## config.mk

```make
export PLATFORM = sky130hd
export DESIGN_NAME = serial_mode1_baud_gen
export DESIGN_NICKNAME = d
export VERILOG_FILES = /design/src/serial_mode1_baud_gen.v /design/src/mode1_channel.v
export VERILOG_INCLUDE_DIRS = /design/src
export SDC_FILE = /design/constraint.sdc
export NUM_CORES = 1
export LEC_CHECK = 0
export ABC_AREA = 1
export BUFFER_PORTS_ARGS = -buffer_cell sky130_fd_sc_hd__buf_2
export CAP_MARGIN = 20
export CORE_UTILIZATION = 39
export CTS_BUF_LIST = sky130_fd_sc_hd__clkbuf_8
export DETAILED_ROUTE_END_ITERATION = 12
export PLACE_DENSITY = 0.68
export RECOVER_POWER = 50
export SLEW_MARGIN = 20
export SYNTH_ARGS = -nofsm -noshare
export SYNTH_HDL_FRONTEND = slang
export SYNTH_SLANG_ARGS = --single-unit
```

## constraint.sdc

```tcl
create_clock -name ref_clk -period 3.15 [get_ports ref_clk]
set_clock_uncertainty 0.15 [all_clocks]
set_input_delay 0.1575 -clock ref_clk [delete_from_list [all_inputs] [get_ports ref_clk]]
set_output_delay 0.1575 -clock ref_clk [all_outputs]
set_load 0.02 [all_outputs]
```

## src/serial_mode1_regs.vh

```
/*
 * constants for the ten-bit asynchronous serial ports and their baud
 * timers: field positions, divider ratios, terminal counts and frame shape.
 * assumes it is included by bare name from the design files.
 */
// Contract
// - a frame is ten bits (start, eight data, stop) and both directions run at once.
// - the received stop bit is kept in that port's receive ninth-bit flag.
// - data bits go out and come in least significant bit first.
// - port 0 takes its baud from the 8-bit or the 16-bit timer, port 1 from the 8-bit timer only.
// - each 16-bit rollover, and each 8-bit rollover kept after any halving, gives one baud pulse, and sixteen of those make a bit.
// - on the 8-bit timer a per-port double-rate bit decides whether rollovers are halved first.
// - the double-rate bits are bit 7 of the power control and extended interrupt control bytes.
// - on the 8-bit timer the rate is 2^dbl/32 times core/(12*(256-reload byte)).
// - on the 16-bit timer the rate is core/(32*(65536-reload pair)).
// - a serial clock select on the 16-bit timer clocks it at core/2, overriding /4 or /12.
// - while a serial clock select is set, rollover does not set the overflow flag and the reload trigger is ignored.
`ifndef SERIAL_MODE1_REGS_VH
`define SERIAL_MODE1_REGS_VH

`define DBL_RATE_BIT     7
`define DATA_BITS        8
`define FRAME_BITS       10
`define OVERSAMPLE_LAST  4'hF
`define MID_SAMPLE       4'h7
`define LAST_DATA_INDEX  4'h7
`define LAST_FRAME_INDEX 4'h9
`define PRESCALE_LAST    4'hB
`define T8_MAX           8'hFF
`define T16_MAX          16'hFFFF

`endif

```

## src/serial_mode1_baud_gen.v

```verilog
/*
 * two ten-bit asynchronous serial ports with their baud sources: an 8-bit
 * auto-reload timer shared by both ports and a 16-bit reload timer that
 * port 0 alone may use.
 * assumes ref_clk is the core clock; control bits arrive as plain levels
 * from software-held registers outside; serial lines are asynchronous pins.
 */
`timescale 1ns/1ns
`default_nettype none
`include "serial_mode1_regs.vh"

module serial_mode1_baud_gen (
    input  wire       ref_clk,
    input  wire       rst_n,
    input  wire [7:0] power_control_reg,
    input  wire [7:0] ext_interrupt_control_reg,
    input  wire       timer8_run,
    input  wire [7:0] timer8_reload_byte,
    input  wire       timer16_run,
    input  wire [7:0] timer16_reload_high,
    input  wire [7:0] timer16_reload_low,
    input  wire       tx_clock_from_timer16,
    input  wire       rx_clock_from_timer16,
    input  wire       timer16_clock_rate_sel,
    input  wire       timer16_ext_reload_enable,
    input  wire       timer16_ext_reload_trigger,
    input  wire       timer16_overflow_clear,
    output reg        timer16_overflow_flag,
    input  wire [7:0] tx_data_port0,
    input  wire       tx_start_port0,
    output wire       tx_busy_port0,
    output wire       txd_port0,
    input  wire       rxd_port0,
    output wire [7:0] rx_data_port0,
    output wire       rx_valid_port0,
    output wire       rx_stop_bit_port0,
    input  wire [7:0] tx_data_port1,
    input  wire       tx_start_port1,
    output wire       tx_busy_port1,
    output wire       txd_port1,
    input  wire       rxd_port1,
    output wire [7:0] rx_data_port1,
    output wire       rx_valid_port1,
    output wire       rx_stop_bit_port1
);
    reg  [3:0]  prescale_r;
    reg  [7:0]  timer8_r;
    reg  [15:0] timer16_r;
    reg         half_port0_r;
    reg         half_port1_r;
    reg  [2:0]  pin_s1_r;
    reg  [2:0]  pin_s2_r;
    reg  [2:0]  pin_s3_r;
    reg  [2:0]  pin_filt_r;
    reg         trig_prev_r;
    wire [2:0]  pins;
    wire        rx_in_port0;
    wire        rx_in_port1;
    wire        trig_level;
    wire        tick_div12;
    wire        tick_div4;
    wire        tick_div2;
    wire        serial_mode16;
    wire        timer16_tick;
    wire        timer8_ovf;
    wire        timer16_ovf;
    wire        trig_fall;
    wire        dbl_port0;
    wire        dbl_port1;
    wire        t8_baud_port0;
    wire        t8_baud_port1;
    wire        tx_tick_port0;
    wire        rx_tick_port0;

    assign pins        = {timer16_ext_reload_trigger, rxd_port1, rxd_port0};
    assign rx_in_port0 = pin_filt_r[0];
    assign rx_in_port1 = pin_filt_r[1];
    assign trig_level  = pin_filt_r[2];

    // three-stage pin synchroniser; a level is taken once stages two and
    // three agree, so a single-cycle disagreement never reaches the logic
    always @(posedge ref_clk) begin
        if (!rst_n) begin
            pin_s1_r   <= 3'h7;
            pin_s2_r   <= 3'h7;
            pin_s3_r   <= 3'h7;
            pin_filt_r <= 3'h7;
        end else begin
            pin_s1_r   <= pins;
            pin_s2_r   <= pin_s1_r;
            pin_s3_r   <= pin_s2_r;
            pin_filt_r <= (pin_s2_r & pin_s3_r)
                        | (pin_filt_r & (pin_s2_r ^ pin_s3_r));
        end
    end

    // one modulo-12 prescaler yields the /12, /4 and /2 enables, since
    // 12 is a multiple of both 4 and 2
    always @(posedge ref_clk) begin
        if (!rst_n)
            prescale_r <= 4'h0;
        else if (prescale_r == `PRESCALE_LAST)
            prescale_r <= 4'h0;
        else
            prescale_r <= prescale_r + 4'h1;
    end

    assign tick_div12 = (prescale_r == `PRESCALE_LAST);
    assign tick_div4  = (prescale_r[1:0] == 2'h3);
    assign tick_div2  = prescale_r[0];

    // 16-bit timer rate: serial use forces core/2 over the rate select
    assign serial_mode16 = tx_clock_from_timer16 | rx_clock_from_timer16;
    assign timer16_tick  = serial_mode16 ? tick_div2 :
                           (timer16_clock_rate_sel ? tick_div4 : tick_div12);

    assign timer8_ovf  = timer8_run & tick_div12 & (timer8_r == `T8_MAX);
    assign timer16_ovf = timer16_run & timer16_tick
                       & (timer16_r == `T16_MAX);
    assign trig_fall   = trig_prev_r & ~trig_level;

    // 8-bit timer: counts core/12, reloads from the reload byte on rollover
    always @(posedge ref_clk) begin
        if (!rst_n)
            timer8_r <= 8'h00;
        else if (timer8_ovf)
            timer8_r <= timer8_reload_byte;
        else if (timer8_run && tick_div12)
            timer8_r <= timer8_r + 8'h01;
    end

    // 16-bit timer: reloads from the pair on rollover; the external
    // trigger reloads only while the timer is not a baud source
    always @(posedge ref_clk) begin
        if (!rst_n) begin
            timer16_r   <= 16'h0000;
            trig_prev_r <= 1'b1;
        end else begin
            trig_prev_r <= trig_level;
            if (timer16_ovf)
                timer16_r <= {timer16_reload_high, timer16_reload_low};
            else if (trig_fall && timer16_ext_reload_enable
                     && !serial_mode16)
                timer16_r <= {timer16_reload_high, timer16_reload_low};
            else if (timer16_run && timer16_tick)
                timer16_r <= timer16_r + 16'h0001;
        end
    end

    // overflow flag: sticky, suppressed in baud use; a set beats a clear
    // arriving in the same cycle so no rollover is lost
    always @(posedge ref_clk) begin
        if (!rst_n)
            timer16_overflow_flag <= 1'b0;
        else if (timer16_ovf && !serial_mode16)
            timer16_overflow_flag <= 1'b1;
        else if (timer16_overflow_clear)
            timer16_overflow_flag <= 1'b0;
    end

    // per-port double-rate bits; without them rollovers are halved
    assign dbl_port0 = power_control_reg[`DBL_RATE_BIT];
    assign dbl_port1 = ext_interrupt_control_reg[`DBL_RATE_BIT];

    always @(posedge ref_clk) begin
        if (!rst_n) begin
            half_port0_r <= 1'b0;
            half_port1_r <= 1'b0;
        end else if (timer8_ovf) begin
            half_port0_r <= ~half_port0_r;
            half_port1_r <= ~half_port1_r;
        end
    end

    assign t8_baud_port0 = timer8_ovf & (dbl_port0 | half_port0_r);
    assign t8_baud_port1 = timer8_ovf & (dbl_port1 | half_port1_r);

    // port 0 may pick the 16-bit timer per direction; port 1 cannot
    assign tx_tick_port0 = tx_clock_from_timer16 ? timer16_ovf
                                                 : t8_baud_port0;
    assign rx_tick_port0 = rx_clock_from_timer16 ? timer16_ovf
                                                 : t8_baud_port0;

    mode1_channel port0 (
        .ref_clk     (ref_clk),
        .rst_n       (rst_n),
        .tx_tick     (tx_tick_port0),
        .rx_tick     (rx_tick_port0),
        .tx_data     (tx_data_port0),
        .tx_start    (tx_start_port0),
        .tx_busy     (tx_busy_port0),
        .txd         (txd_port0),
        .rx_in       (rx_in_port0),
        .rx_data     (rx_data_port0),
        .rx_valid    (rx_valid_port0),
        .rx_stop_bit (rx_stop_bit_port0)
    );

    mode1_channel port1 (
        .ref_clk     (ref_clk),
        .rst_n       (rst_n),
        .tx_tick     (t8_baud_port1),
        .rx_tick     (t8_baud_port1),
        .tx_data     (tx_data_port1),
        .tx_start    (tx_start_port1),
        .tx_busy     (tx_busy_port1),
        .txd         (txd_port1),
        .rx_in       (rx_in_port1),
        .rx_data     (rx_data_port1),
        .rx_valid    (rx_valid_port1),
        .rx_stop_bit (rx_stop_bit_port1)
    );
endmodule
`default_nettype wire

```

## src/mode1_channel.v

```verilog
/*
 * one serial port in ten-bit frame mode: a transmitter and a receiver,
 * each paced by its own sixteen-times-bit-rate tick.
 * assumes the ticks are one-cycle pulses on ref_clk and rx_in is already
 * synchronised and filtered.
 */
`timescale 1ns/1ns
`default_nettype none
`include "serial_mode1_regs.vh"

module mode1_channel (
    input  wire       ref_clk,
    input  wire       rst_n,
    input  wire       tx_tick,
    input  wire       rx_tick,
    input  wire [7:0] tx_data,
    input  wire       tx_start,
    output wire       tx_busy,
    output reg        txd,
    input  wire       rx_in,
    output reg  [7:0] rx_data,
    output reg        rx_valid,
    output reg        rx_stop_bit
);
    localparam [3:0] RX_IDLE  = 4'h1;
    localparam [3:0] RX_START = 4'h2;
    localparam [3:0] RX_DATA  = 4'h4;
    localparam [3:0] RX_STOP  = 4'h8;

    reg [9:0] tx_shift_r;
    reg [3:0] tx_bit_r;
    reg [3:0] tx_sub_r;
    reg       tx_busy_r;
    reg [3:0] rx_state_r;
    reg [3:0] rx_sub_r;
    reg [3:0] rx_bit_r;
    reg [7:0] rx_shift_r;
    reg       rx_prev_r;

    assign tx_busy = tx_busy_r;

    // transmitter: frame loaded whole, shifted right so data leaves lsb first
    always @(posedge ref_clk) begin
        if (!rst_n) begin
            tx_shift_r <= 10'h3FF;
            tx_bit_r   <= 4'h0;
            tx_sub_r   <= 4'h0;
            tx_busy_r  <= 1'b0;
            txd        <= 1'b1;
        end else if (!tx_busy_r) begin
            txd <= 1'b1;
            if (tx_start) begin
                tx_shift_r <= {1'b1, tx_data, 1'b0};
                tx_bit_r   <= 4'h0;
                tx_sub_r   <= 4'h0;
                tx_busy_r  <= 1'b1;
                txd        <= 1'b0;
            end
        end else if (tx_tick) begin
            tx_sub_r <= tx_sub_r + 4'h1;
            if (tx_sub_r == `OVERSAMPLE_LAST) begin
                if (tx_bit_r == `LAST_FRAME_INDEX) begin
                    tx_busy_r <= 1'b0;
                    txd       <= 1'b1;
                end else begin
                    tx_shift_r <= {1'b1, tx_shift_r[9:1]};
                    txd        <= tx_shift_r[1];
                    tx_bit_r   <= tx_bit_r + 4'h1;
                end
            end
        end
    end

    // receiver: start qualified at mid-bit, then one sample per sixteen ticks
    always @(posedge ref_clk) begin
        if (!rst_n) begin
            rx_state_r  <= RX_IDLE;
            rx_sub_r    <= 4'h0;
            rx_bit_r    <= 4'h0;
            rx_shift_r  <= 8'h00;
            rx_prev_r   <= 1'b1;
            rx_data     <= 8'h00;
            rx_valid    <= 1'b0;
            rx_stop_bit <= 1'b0;
        end else begin
            rx_prev_r <= rx_in;
            rx_valid  <= 1'b0;
            case (rx_state_r)
                RX_IDLE: begin
                    if (rx_prev_r && !rx_in) begin
                        rx_state_r <= RX_START;
                        rx_sub_r   <= 4'h0;
                    end
                end
                RX_START: begin
                    if (rx_tick) begin
                        rx_sub_r <= rx_sub_r + 4'h1;
                        if (rx_sub_r == `MID_SAMPLE) begin
                            // a glitch shorter than half a bit is dropped
                            rx_state_r <= rx_in ? RX_IDLE : RX_DATA;
                            rx_sub_r   <= 4'h0;
                            rx_bit_r   <= 4'h0;
                        end
                    end
                end
                RX_DATA: begin
                    if (rx_tick) begin
                        rx_sub_r <= rx_sub_r + 4'h1;
                        if (rx_sub_r == `OVERSAMPLE_LAST) begin
                            rx_shift_r <= {rx_in, rx_shift_r[7:1]};
                            rx_bit_r   <= rx_bit_r + 4'h1;
                            if (rx_bit_r == `LAST_DATA_INDEX)
                                rx_state_r <= RX_STOP;
                        end
                    end
                end
                RX_STOP: begin
                    if (rx_tick) begin
                        rx_sub_r <= rx_sub_r + 4'h1;
                        if (rx_sub_r == `OVERSAMPLE_LAST) begin
                            rx_stop_bit <= rx_in;
                            rx_data     <= rx_shift_r;
                            rx_valid    <= 1'b1;
                            rx_state_r  <= RX_IDLE;
                        end
                    end
                end
                default: rx_state_r <= RX_IDLE;
            endcase
        end
    end
endmodule
`default_nettype wire

```

==> impl_metrics.ini, run 1 <==
[cells_and_area]
stdcell_count = 1325
drive_above_1_share_pct = 13.3
nets = 1173
syn2layout_area_growth_pct = 19.8
fillers = 1715
final_common_cell = nand2_1
multiInputGateArea_um2 = 3550
area.sequential_um2 = 2840
num_antenna_cells = 0
final_util_pct = 48.2
layout_common_cells = nand2_1, dfxtp_1, inv_1, nor2_1, a21oi_1

[global_routing]
overflow = 0
grt_pass1_wl_um = 26600
gr-usage-all-layers_pct = 18.0
grt_max_degree = 63
grt_pass1_vias = 5972
antenna_found_initial = 0

[synth]
synth-edff-count = 0
synthArstFlopShare_pct = 0
ys_types = 47
syn_inst = 964
synth_flop_cell = dfxtp_1
avgSynthCellArea_um2 = 7.24
syn_area_um2 = 6980
synth_warnings = 0
ys_seq_elements = 142
syn_nets = 1050
ys_seq_area_share_pct = 40.7

[clocking]
ctsHtreeMaxLevel = 4
clk_pin_slew_ps = 90
cts_tree = yes
cts_buffers = 17
insertion_delay_ps = 460
root_buffer = clkbuf_8
clock_sinks = 142
ctsLongestPathBuffers = 2

[worst_setup_path]
cp-start-kind = register
cp-startpoint = timer16_r[0]$_SDFFE_PN0P_
critPathMaxFanout = 21
cp.required_ps = 3370
path_class = register to register
r2r-end = timer16_r[10]$_SDFFE_PN0P_
crit_end = timer16_r[10]$_SDFFE_PN0P_
rrSetupSlack_ps = 360
reg2regPathDepth = 15
worstSetupEndpointType = register
rr_startpoint = timer16_r[0]$_SDFFE_PN0P_
crit_arrival_ps = 3000

[sta]
fin_setup_tns_ps = 0
setup_viol = 0
rsz0062_at_grt = false
layout_min_cycle_time_ps = 2790
slew_headroom_pct = 12.3
finalMaxSlewViolations = 0
max_slew.worst_pin.slew_ps = 1320
timing.fmax_mhz = 359
post-route-period-util_pct = 88.5
hold_viol = 0

[power]
peakVddDrop_v = 0.000269
power_density_nw_per_um2 = 497
leakage_nw = 3.59

[place]
gp_congestion = 0.789
io_buffers = 80
dp_hpwl_um = 10700
dp.cells = 1244

[run]
max-cap-violations = 0

[drt]
drt-vias-per-instance = 4.86
wire_per_inst_um = 11.8
wl_um = 15600
drt_iter0_drc = 417
antenna_left = 0
drc = 0
via_count = 6434
drt_pass1_iterations = 5

[die]
core_area_um2 = 17400
io_pins = 95
die_x_um = 136
fp-row-count = 48
die_h_um = 136
start_util_pct = 40.2
die-area_um2 = 18400

[worst_hold_path]
min_path_type = input pin to register

[outcome]
status = finished, final reports clean
==> stage by stage <==
step                      hold slack (ps)  total power [mW]  area (µm²)  setup slack (ps)
final                                97.8              4.16        8360               362
after global routing                  157              4.41        8360              61.4
after CTS                            27.9              4.21        8440               168
after detailed placement              199              2.71        7550               197
after global placement                196              2.69        7550               214
after floorplan                       114              2.54        6980              1170
==> cell type report <==
type	instances	area share, %
multi-input combinational	687	42.5
sequential	142	34.0
timing repair buffer	135	10.8
inverter	104	4.71
tap	225	3.37
clock buffer	18	2.96
clock inverter	14	1.74
==> worst min path at each step <==
stage                     startpoint  depth (start not counted)                        endpoint  slack (ps)
6_report       rx_clock_from_timer16                          7  port0.rx_bit_r[0]$_SDFFE_PN0P_         100
5_1_grt        rx_clock_from_timer16                          7  port0.rx_bit_r[0]$_SDFFE_PN0P_         160
4_1_cts                   timer8_run                          4        timer8_r[7]$_SDFFE_PN0P_          30
3_5_place_dp               rxd_port0                          2          pin_s1_r[0]$_SDFF_PN1_         200
3_3_place_gp               rxd_port1                          2          pin_s1_r[1]$_SDFF_PN1_         200
2_1_floorplan              rxd_port0                          1          pin_s1_r[0]$_SDFF_PN1_         110
==> state kept, by name (all words and copies together), names as in the netlist, 8 cells and up <==
signal	count
timer16_r	16
port0.rx_data	8
port0.rx_shift_r	8
port0.tx_shift_r	8
port1.rx_data	8
port1.rx_shift_r	8
port1.tx_shift_r	8
timer8_r	8
==> worst max-delay path, stage by stage (launching register included) <==
cell and delay (ps):
dfxtp_1 370, ha_1 180, nand2_1 70, inv_1 80, nand2_1 100, nor2_2 120
inv_1 80, nor2_2 150, nand2_1 140, nand2_4 220, inv_2 150, o21ai_0 110
nand2_1 70, nand3_1 60, dlygate4sd3_1 580, inv_1 40
==> logic make-up (layout without fill, tap and decap cells) <==
logic type	Yosys count	count (layout)	share of synthesized area [%]
xor gates and xnor gates	24	24	3.01
and+or+nand+nor	470	470	31.4
buffers and inverters	135	271	7.80
adders and majority gates	16	16	2.87
DFF	142	142	40.7
AOI/OAI and AO/OA	177	177	14.2
==> repair_timing <==
item	4_1_cts	5_1_grt
buffers inserted	0	0
endpoints found under the setup margin	0	3
endpoints found under the hold margin	52	0
gates resized for setup	0	2
hold buffers	49	0
==> Yosys cell counts (8+ instances only) <==
cell type	n	share of area [%]
o211ai_1	11	1.2
o21ai_0	46	3.3
o21bai_1	10	1.1
a21oi_1	85	6.1
nor3_1	10	0.72
ha_1	16	2.9
or2_2	19	1.7
nand3_1	81	5.8
clkbuf_1	20	1.1
nand2_2	8	0.72
dfxtp_1	142	41
nand2_1	223	12
xor2_1	17	2.1
inv_1	94	5.1
nor2_1	87	4.7
nand4_1	14	1.3
==> metal layers <==
layer  global-route usage [%]  up-vias  share of wire, %
met2                     29.9       99                47
li1                         -     3406                 -
met3                     4.08       18               3.1
met4                     6.68        0               1.3
met1                     22.7     2911                48
met5                        0        -                 0
==> power breakdown <==
group / internal (mW) / total, mW / switching, mW
clock: 0.675 / 1.45 / 0.780
combinational: 0.283 / 0.735 / 0.452
sequential: 1.89 / 1.97 / 0.0770
Note: power is estimated with default switching activity, not from simulation.
==> run 2: changes to the inputs <==
==> constraint.sdc (replaced) <==
create_clock -name ref_clk -period 3.15 [get_ports ref_clk]
set_clock_uncertainty 0.15 [all_clocks]
set_input_delay 0.4725 -clock ref_clk [delete_from_list [all_inputs] [get_ports ref_clk]]
set_output_delay 0.4725 -clock ref_clk [all_outputs]
set_load 0.02 [all_outputs]
==> impl_metrics.ini, run 2 (synthesized netlist as in run 1, its figures left out) <==
[die]
start_util_pct = 40.2
die_h_um = 136
core_area_um2 = 17400
die_x_um = 136
die-area_um2 = 18400
fp-row-count = 48
io_pins = 95

[sta]
slew_headroom_pct = -26.2
timing.final.ws_setup_ps = 441
hold_viol = 0
post-route-period-util_pct = 86.0
layout_min_cycle_time_ps = 2710
finalMaxSlewViolations = 85
max_slew.worst_pin.slew_ps = 1890
rsz0062_at_grt = false
timing.fmax_mhz = 369
fin_setup_tns_ps = 0
setup_viol = 0

[clocking]
insertion_delay_ps = 450
ctsHtreeMaxLevel = 4
ctsLongestPathBuffers = 2
cts_buffers = 17
cts_hold_buf = 0
cts_tree = yes
clk_pin_slew_ps = 80
root_buffer = clkbuf_8
clock_sinks = 142

[power]
power_density_nw_per_um2 = 530
switchingPower_mw = 1.27
p_comb_share_pct = 16.5
seqPwrFrac_pct = 46.8
internal_power_mw = 2.92
leakage_nw = 3.38
pwr-share-clk_pct = 36.7
switching_share_pct = 30.3
p_total_mw = 4.20
peakVddDrop_v = 0.000268

[worst_setup_path]
crit_arrival_ps = 2940
crit_path_frequent_cell = nand2_4
cpPeakStageDelay_ps = 380
slowest_stage = dfxtp_1
worstSetupEndpointType = register
path_class = register to register
cp-start-kind = register
cp.required_ps = 3380
path_cells = ha_1, nand4_4, clkinvlp_2, nand2_4, nor2_8, nand2_4, nor2_4, nand2_4, clkinv_2, o21ai_0, a21oi_1
critPathMaxFanout = 12

[drt]
drc = 0
drt_iter0_drc = 379
antenna_left = 0
wl_um = 15100
via_count = 6234
wire_per_inst_um = 11.8
drt_pass1_iterations = 5
drt-vias-per-instance = 4.88

[place]
dpl-instance-area_um2 = 7570
dp_hpwl_um = 10700
pre_cts_ws_ps = 101
gp_congestion = 0.804
io_buffers = 80

[cells_and_area]
multiInputGateArea_um2 = 3570
final_common_cell = nand2_1
largest_reg_flops = 16
fillers = 1762
layout_common_cells = nand2_1, dfxtp_1, inv_1, nor2_1, a21oi_1
syn2layout_area_growth_pct = 13.5
area.sequential_um2 = 2840
postLayoutCellArea_um2 = 7920
nets = 1124
drive_above_1_share_pct = 13.9
regMostFlops = timer16_r

[worst_hold_path]
min_path_type = input pin to register

[outcome]
status = complete, but fails checks
violations = capacitance limit, slew limit

[run]
max-cap-violations = 2

[global_routing]
grt_pass1_vias = 5573
grt_max_degree = 43
antenna_found_initial = 1
gr-usage-all-layers_pct = 17.1
grt_pass1_wl_um = 25300
overflow = 0
-- run 2: changes by cell type in the layout (fill, tap and decap cells not counted), moves of 2 or more --
| cell | delta |
|---|---|
| dlygate4sd3_1 | -49 |
| nand3_1 | -2 |
| inv_6 | -4 |
| clkbuf_8 | +2 |
| clkinv_2 | -2 |
| o21ai_1 | +2 |
| nand3_2 | +2 |
| buf_4 | -3 |
| clkbuf_1 | +4 |
| o21ai_0 | -2 |
-- run 2: what timing repair did --
action                                  4_1_cts  5_1_grt
resized for setup                             0        1
buffers inserted                              0        0
endpoints found under the setup margin        0        4
-- run 2: cell type report --
type / instances / share of cell area, %
antenna: 1 / 0.0316
clock buffer: 20 / 3.48
clock inverter: 12 / 1.91
inverter: 104 / 4.98
multi-input combinational: 687 / 45.1
sequential: 142 / 35.9
tap: 225 / 3.55
timing repair buffer: 86 / 5.02
-- run 2: per-layer routing --
| layer | vias to the layer above | share of wire (%) | GRT usage [%] | routed length, µm |
|---|---|---|---|---|
| met5 | - | 0 | 0 | 0 |
| met2 | 91 | 46 | 28.3 | 6940 |
| met4 | 0 | 1.7 | 5.81 | 251 |
| li1 | 3305 | - | - | - |
| met1 | 2817 | 49 | 21.9 | 7420 |
| met3 | 21 | 2.9 | 3.85 | 439 |
-- run 2: final timing paths --
| check | from | end | slack, ps | cells after the start |
|---|---|---|---|---|
| max | prescale_r[0]$_SDFF_PP0_ | port1.rx_shift_r[7]$_SDFFE_PN0P_ | 440 | 11 |
| min | rxd_port0 | pin_s1_r[0]$_SDFF_PN1_ | 50 | 2 |
| max reg2reg | prescale_r[0]$_SDFF_PP0_ | port1.rx_shift_r[7]$_SDFFE_PN0P_ | 440 | 11 |
| min reg2reg | pin_s1_r[0]$_SDFF_PN1_ | pin_s2_r[0]$_SDFF_PN1_ | 270 | 1 |
-- run 2: metrics by stage --
stage,hold slack [ps],instances,utilization (%)
floorplan,243,964,-
global placement,251,1244,43.6
detailed placement,252,1244,43.6
CTS,28.9,1276,46.1
global route,28.8,1277,45.6
finish,54.3,1277,45.6
-- run 2: power groups by stage --
stage	Combinational, mW	Sequential, mW	Clock, mW
2_1_floorplan	0.549	1.99	0
3_3_place_gp	0.690	2.00	0
3_5_place_dp	0.706	2.01	0
4_1_cts	0.707	1.96	1.58
5_1_grt	0.796	1.98	1.66
6_report	0.694	1.96	1.54
-- run 2: worst max-delay path: cells and delay by family (launching register included) --
| family | cells | cell delay [ps] |
|---|---|---|
| AND/OR/NAND/NOR | 6 | 1020 |
| buffers and inverters | 2 | 480 |
| AO/OA/AOI/OAI | 2 | 290 |
| flip-flops | 1 | 380 |
| adder cells (fa/ha/maj) | 1 | 290 |
==> run 3: changes to the inputs <==
--- a/config.mk
+++ b/config.mk
@@ -10,7 +10,7 @@
 export BUFFER_PORTS_ARGS = -buffer_cell sky130_fd_sc_hd__buf_2
 export CAP_MARGIN = 20
 export CORE_UTILIZATION = 39
-export CTS_BUF_LIST = sky130_fd_sc_hd__clkbuf_8
+export CTS_BUF_LIST = sky130_fd_sc_hd__clkbuf_8 sky130_fd_sc_hd__clkbuf_16
 export DETAILED_ROUTE_END_ITERATION = 12
 export PLACE_DENSITY = 0.68
 export RECOVER_POWER = 50
==> impl_metrics.ini, run 3 (synthesized netlist as in run 1, its figures left out) <==
[outcome]
status = complete, but fails checks
violations = capacitance limit, slew limit

[drt]
drt_pass1_iterations = 4
via_count = 6199
antenna_left = 0
drt_iter0_drc = 463
wire_per_inst_um = 12.0
drt-vias-per-instance = 4.85
wl_um = 15300
drc = 0

[worst_setup_path]
crit_arrival_ps = 2900
path_buf_inv = 2
slowest_stage = dfxtp_1
r2r-end = port1.rx_shift_r[7]$_SDFFE_PN0P_
critPathMaxFanout = 12
rr_startpoint = prescale_r[0]$_SDFF_PP0_
path_cells = ha_1, nand4_4, clkinvlp_2, nand2_4, nor2_8, nand2_4, nor2_4, nand2_4, clkinv_2, o21ai_0, a21oi_1
reg2regPathDepth = 11
cpPeakStageDelay_ps = 370
cp.required_ps = 3350
worstSetupEndpointType = register
path_class = register to register
cp-start-kind = register
crit_path_frequent_cell = nand2_4
rrSetupSlack_ps = 450
worst-path-stages = 11
worst_path_dominant_cell_family = simple AND/OR/NAND/NOR gates

[global_routing]
gr-usage-all-layers_pct = 17.4
grt_pass1_vias = 5615
grt_pass1_wl_um = 25700
antenna_found_initial = 1
overflow = 0
grt_max_degree = 43

[cells_and_area]
largest_reg_flops = 16
layout_common_cells = nand2_1, dfxtp_1, inv_1, nor2_1, a21oi_1
nets = 1124
drive_above_1_share_pct = 13.9
final_common_cell = nand2_1
syn2layout_area_growth_pct = 16.2
regMostFlops = timer16_r

[clocking]
ctsHtreeMaxLevel = 4
ctsLongestPathBuffers = 2
insertion_delay_ps = 430
root_buffer = clkbuf_16
cts_hold_buf = 0
clock_sinks = 142
clk_pin_slew_ps = 60
cts_tree = yes
cts_buffers = 17

[sta]
hold_viol = 0
post-route-period-util_pct = 85.6
setup_viol = 0
timing.fmax_mhz = 371
finalMaxSlewViolations = 85
fin_setup_tns_ps = 0
slew_headroom_pct = -26.3
rsz0062_at_grt = false
layout_min_cycle_time_ps = 2700
max_slew.worst_pin.slew_ps = 1900

[die]
die_h_um = 136
start_util_pct = 40.2
core_area_um2 = 17400
die_x_um = 136
fp-row-count = 48
die-area_um2 = 18400
io_pins = 95

[power]
peakVddDrop_v = 0.000373
p_total_mw = 4.73
leakage_nw = 3.47
power_density_nw_per_um2 = 584

[run]
max-cap-violations = 2

[worst_hold_path]
min_path_type = input pin to register
hold_depth = 2
hp-start = rxd_port0
min_to = pin_s1_r[0]$_SDFF_PN1_

[place]
io_buffers = 80
dp_hpwl_um = 10700
gp_congestion = 0.804
## run 3: cell counts in the layout (fill, tap and decap cells not counted)
No cell type changed its count.
## run 3: per-stage QoR
| step | hold slack [ps] | area (µm²) | utilization (%) | worst slack [ps] | std cells |
|---|---|---|---|---|---|
| global route | 64.5 | 8110 | 46.7 | 196 | 1277 |
| floorplan | 243 | 6980 | - | 1170 | 964 |
| detailed placement | 252 | 7570 | 43.6 | 101 | 1244 |
| global placement | 251 | 7570 | 43.6 | 130 | 1244 |
| finish | 79.3 | 8110 | 46.7 | 453 | 1277 |
| CTS | 64.9 | 8190 | 47.2 | 187 | 1276 |
## run 3: area by class of cell
| cell class | count | area (µm²) |
|---|---|---|
| Timing Repair Buffer | 86 | 398 |
| Multi-Input combinational cell | 687 | 3570 |
| Inverter | 104 | 394 |
| Fill cell | 1742 | 9250 |
| Tap cell | 225 | 282 |
| Sequential cell | 142 | 2840 |
| Antenna cell | 1 | 2.50 |
| Clock buffer | 20 | 467 |
| Clock inverter | 12 | 151 |
## run 3: power by group
part	internal [mW]	switching, mW
clock network	1.25	0.817
logic	0.245	0.451
registers	1.89	0.0776
## run 3: what timing repair did
item                       4_1_cts  5_1_grt
resized for setup                0        1
setup buffers                    0        0
setup endpoints to repair        0        3
## run 3: worst max path at each step
| stage | start | end | slack, ps |
|---|---|---|---|
| 2_1_floorplan | prescale_r[0]$_SDFF_PP0_ | port1.rx_data[0]$_SDFFE_PN0P_ | 1170 |
| 3_3_place_gp | rx_clock_from_timer16 | timer16_r[0]$_SDFFE_PN0P_ | 130 |
| 3_5_place_dp | rx_clock_from_timer16 | timer16_r[0]$_SDFFE_PN0P_ | 100 |
| 4_1_cts | prescale_r[0]$_SDFF_PP0_ | timer16_r[0]$_SDFFE_PN0P_ | 190 |
| 5_1_grt | prescale_r[0]$_SDFF_PP0_ | port1.rx_bit_r[0]$_SDFFE_PN0P_ | 200 |
| 6_report | prescale_r[0]$_SDFF_PP0_ | port1.rx_shift_r[7]$_SDFFE_PN0P_ | 450 |
## run 3: metal layers
metal	wire, µm	vias to the layer above	share of wire [%]	track usage (%)
met5	0	-	0	0
met3	429	21	2.8	4.38
met2	7120	81	47	28.6
met1	7470	2796	49	21.9
li1	-	3301	-	-
met4	250	0	1.6	6.43
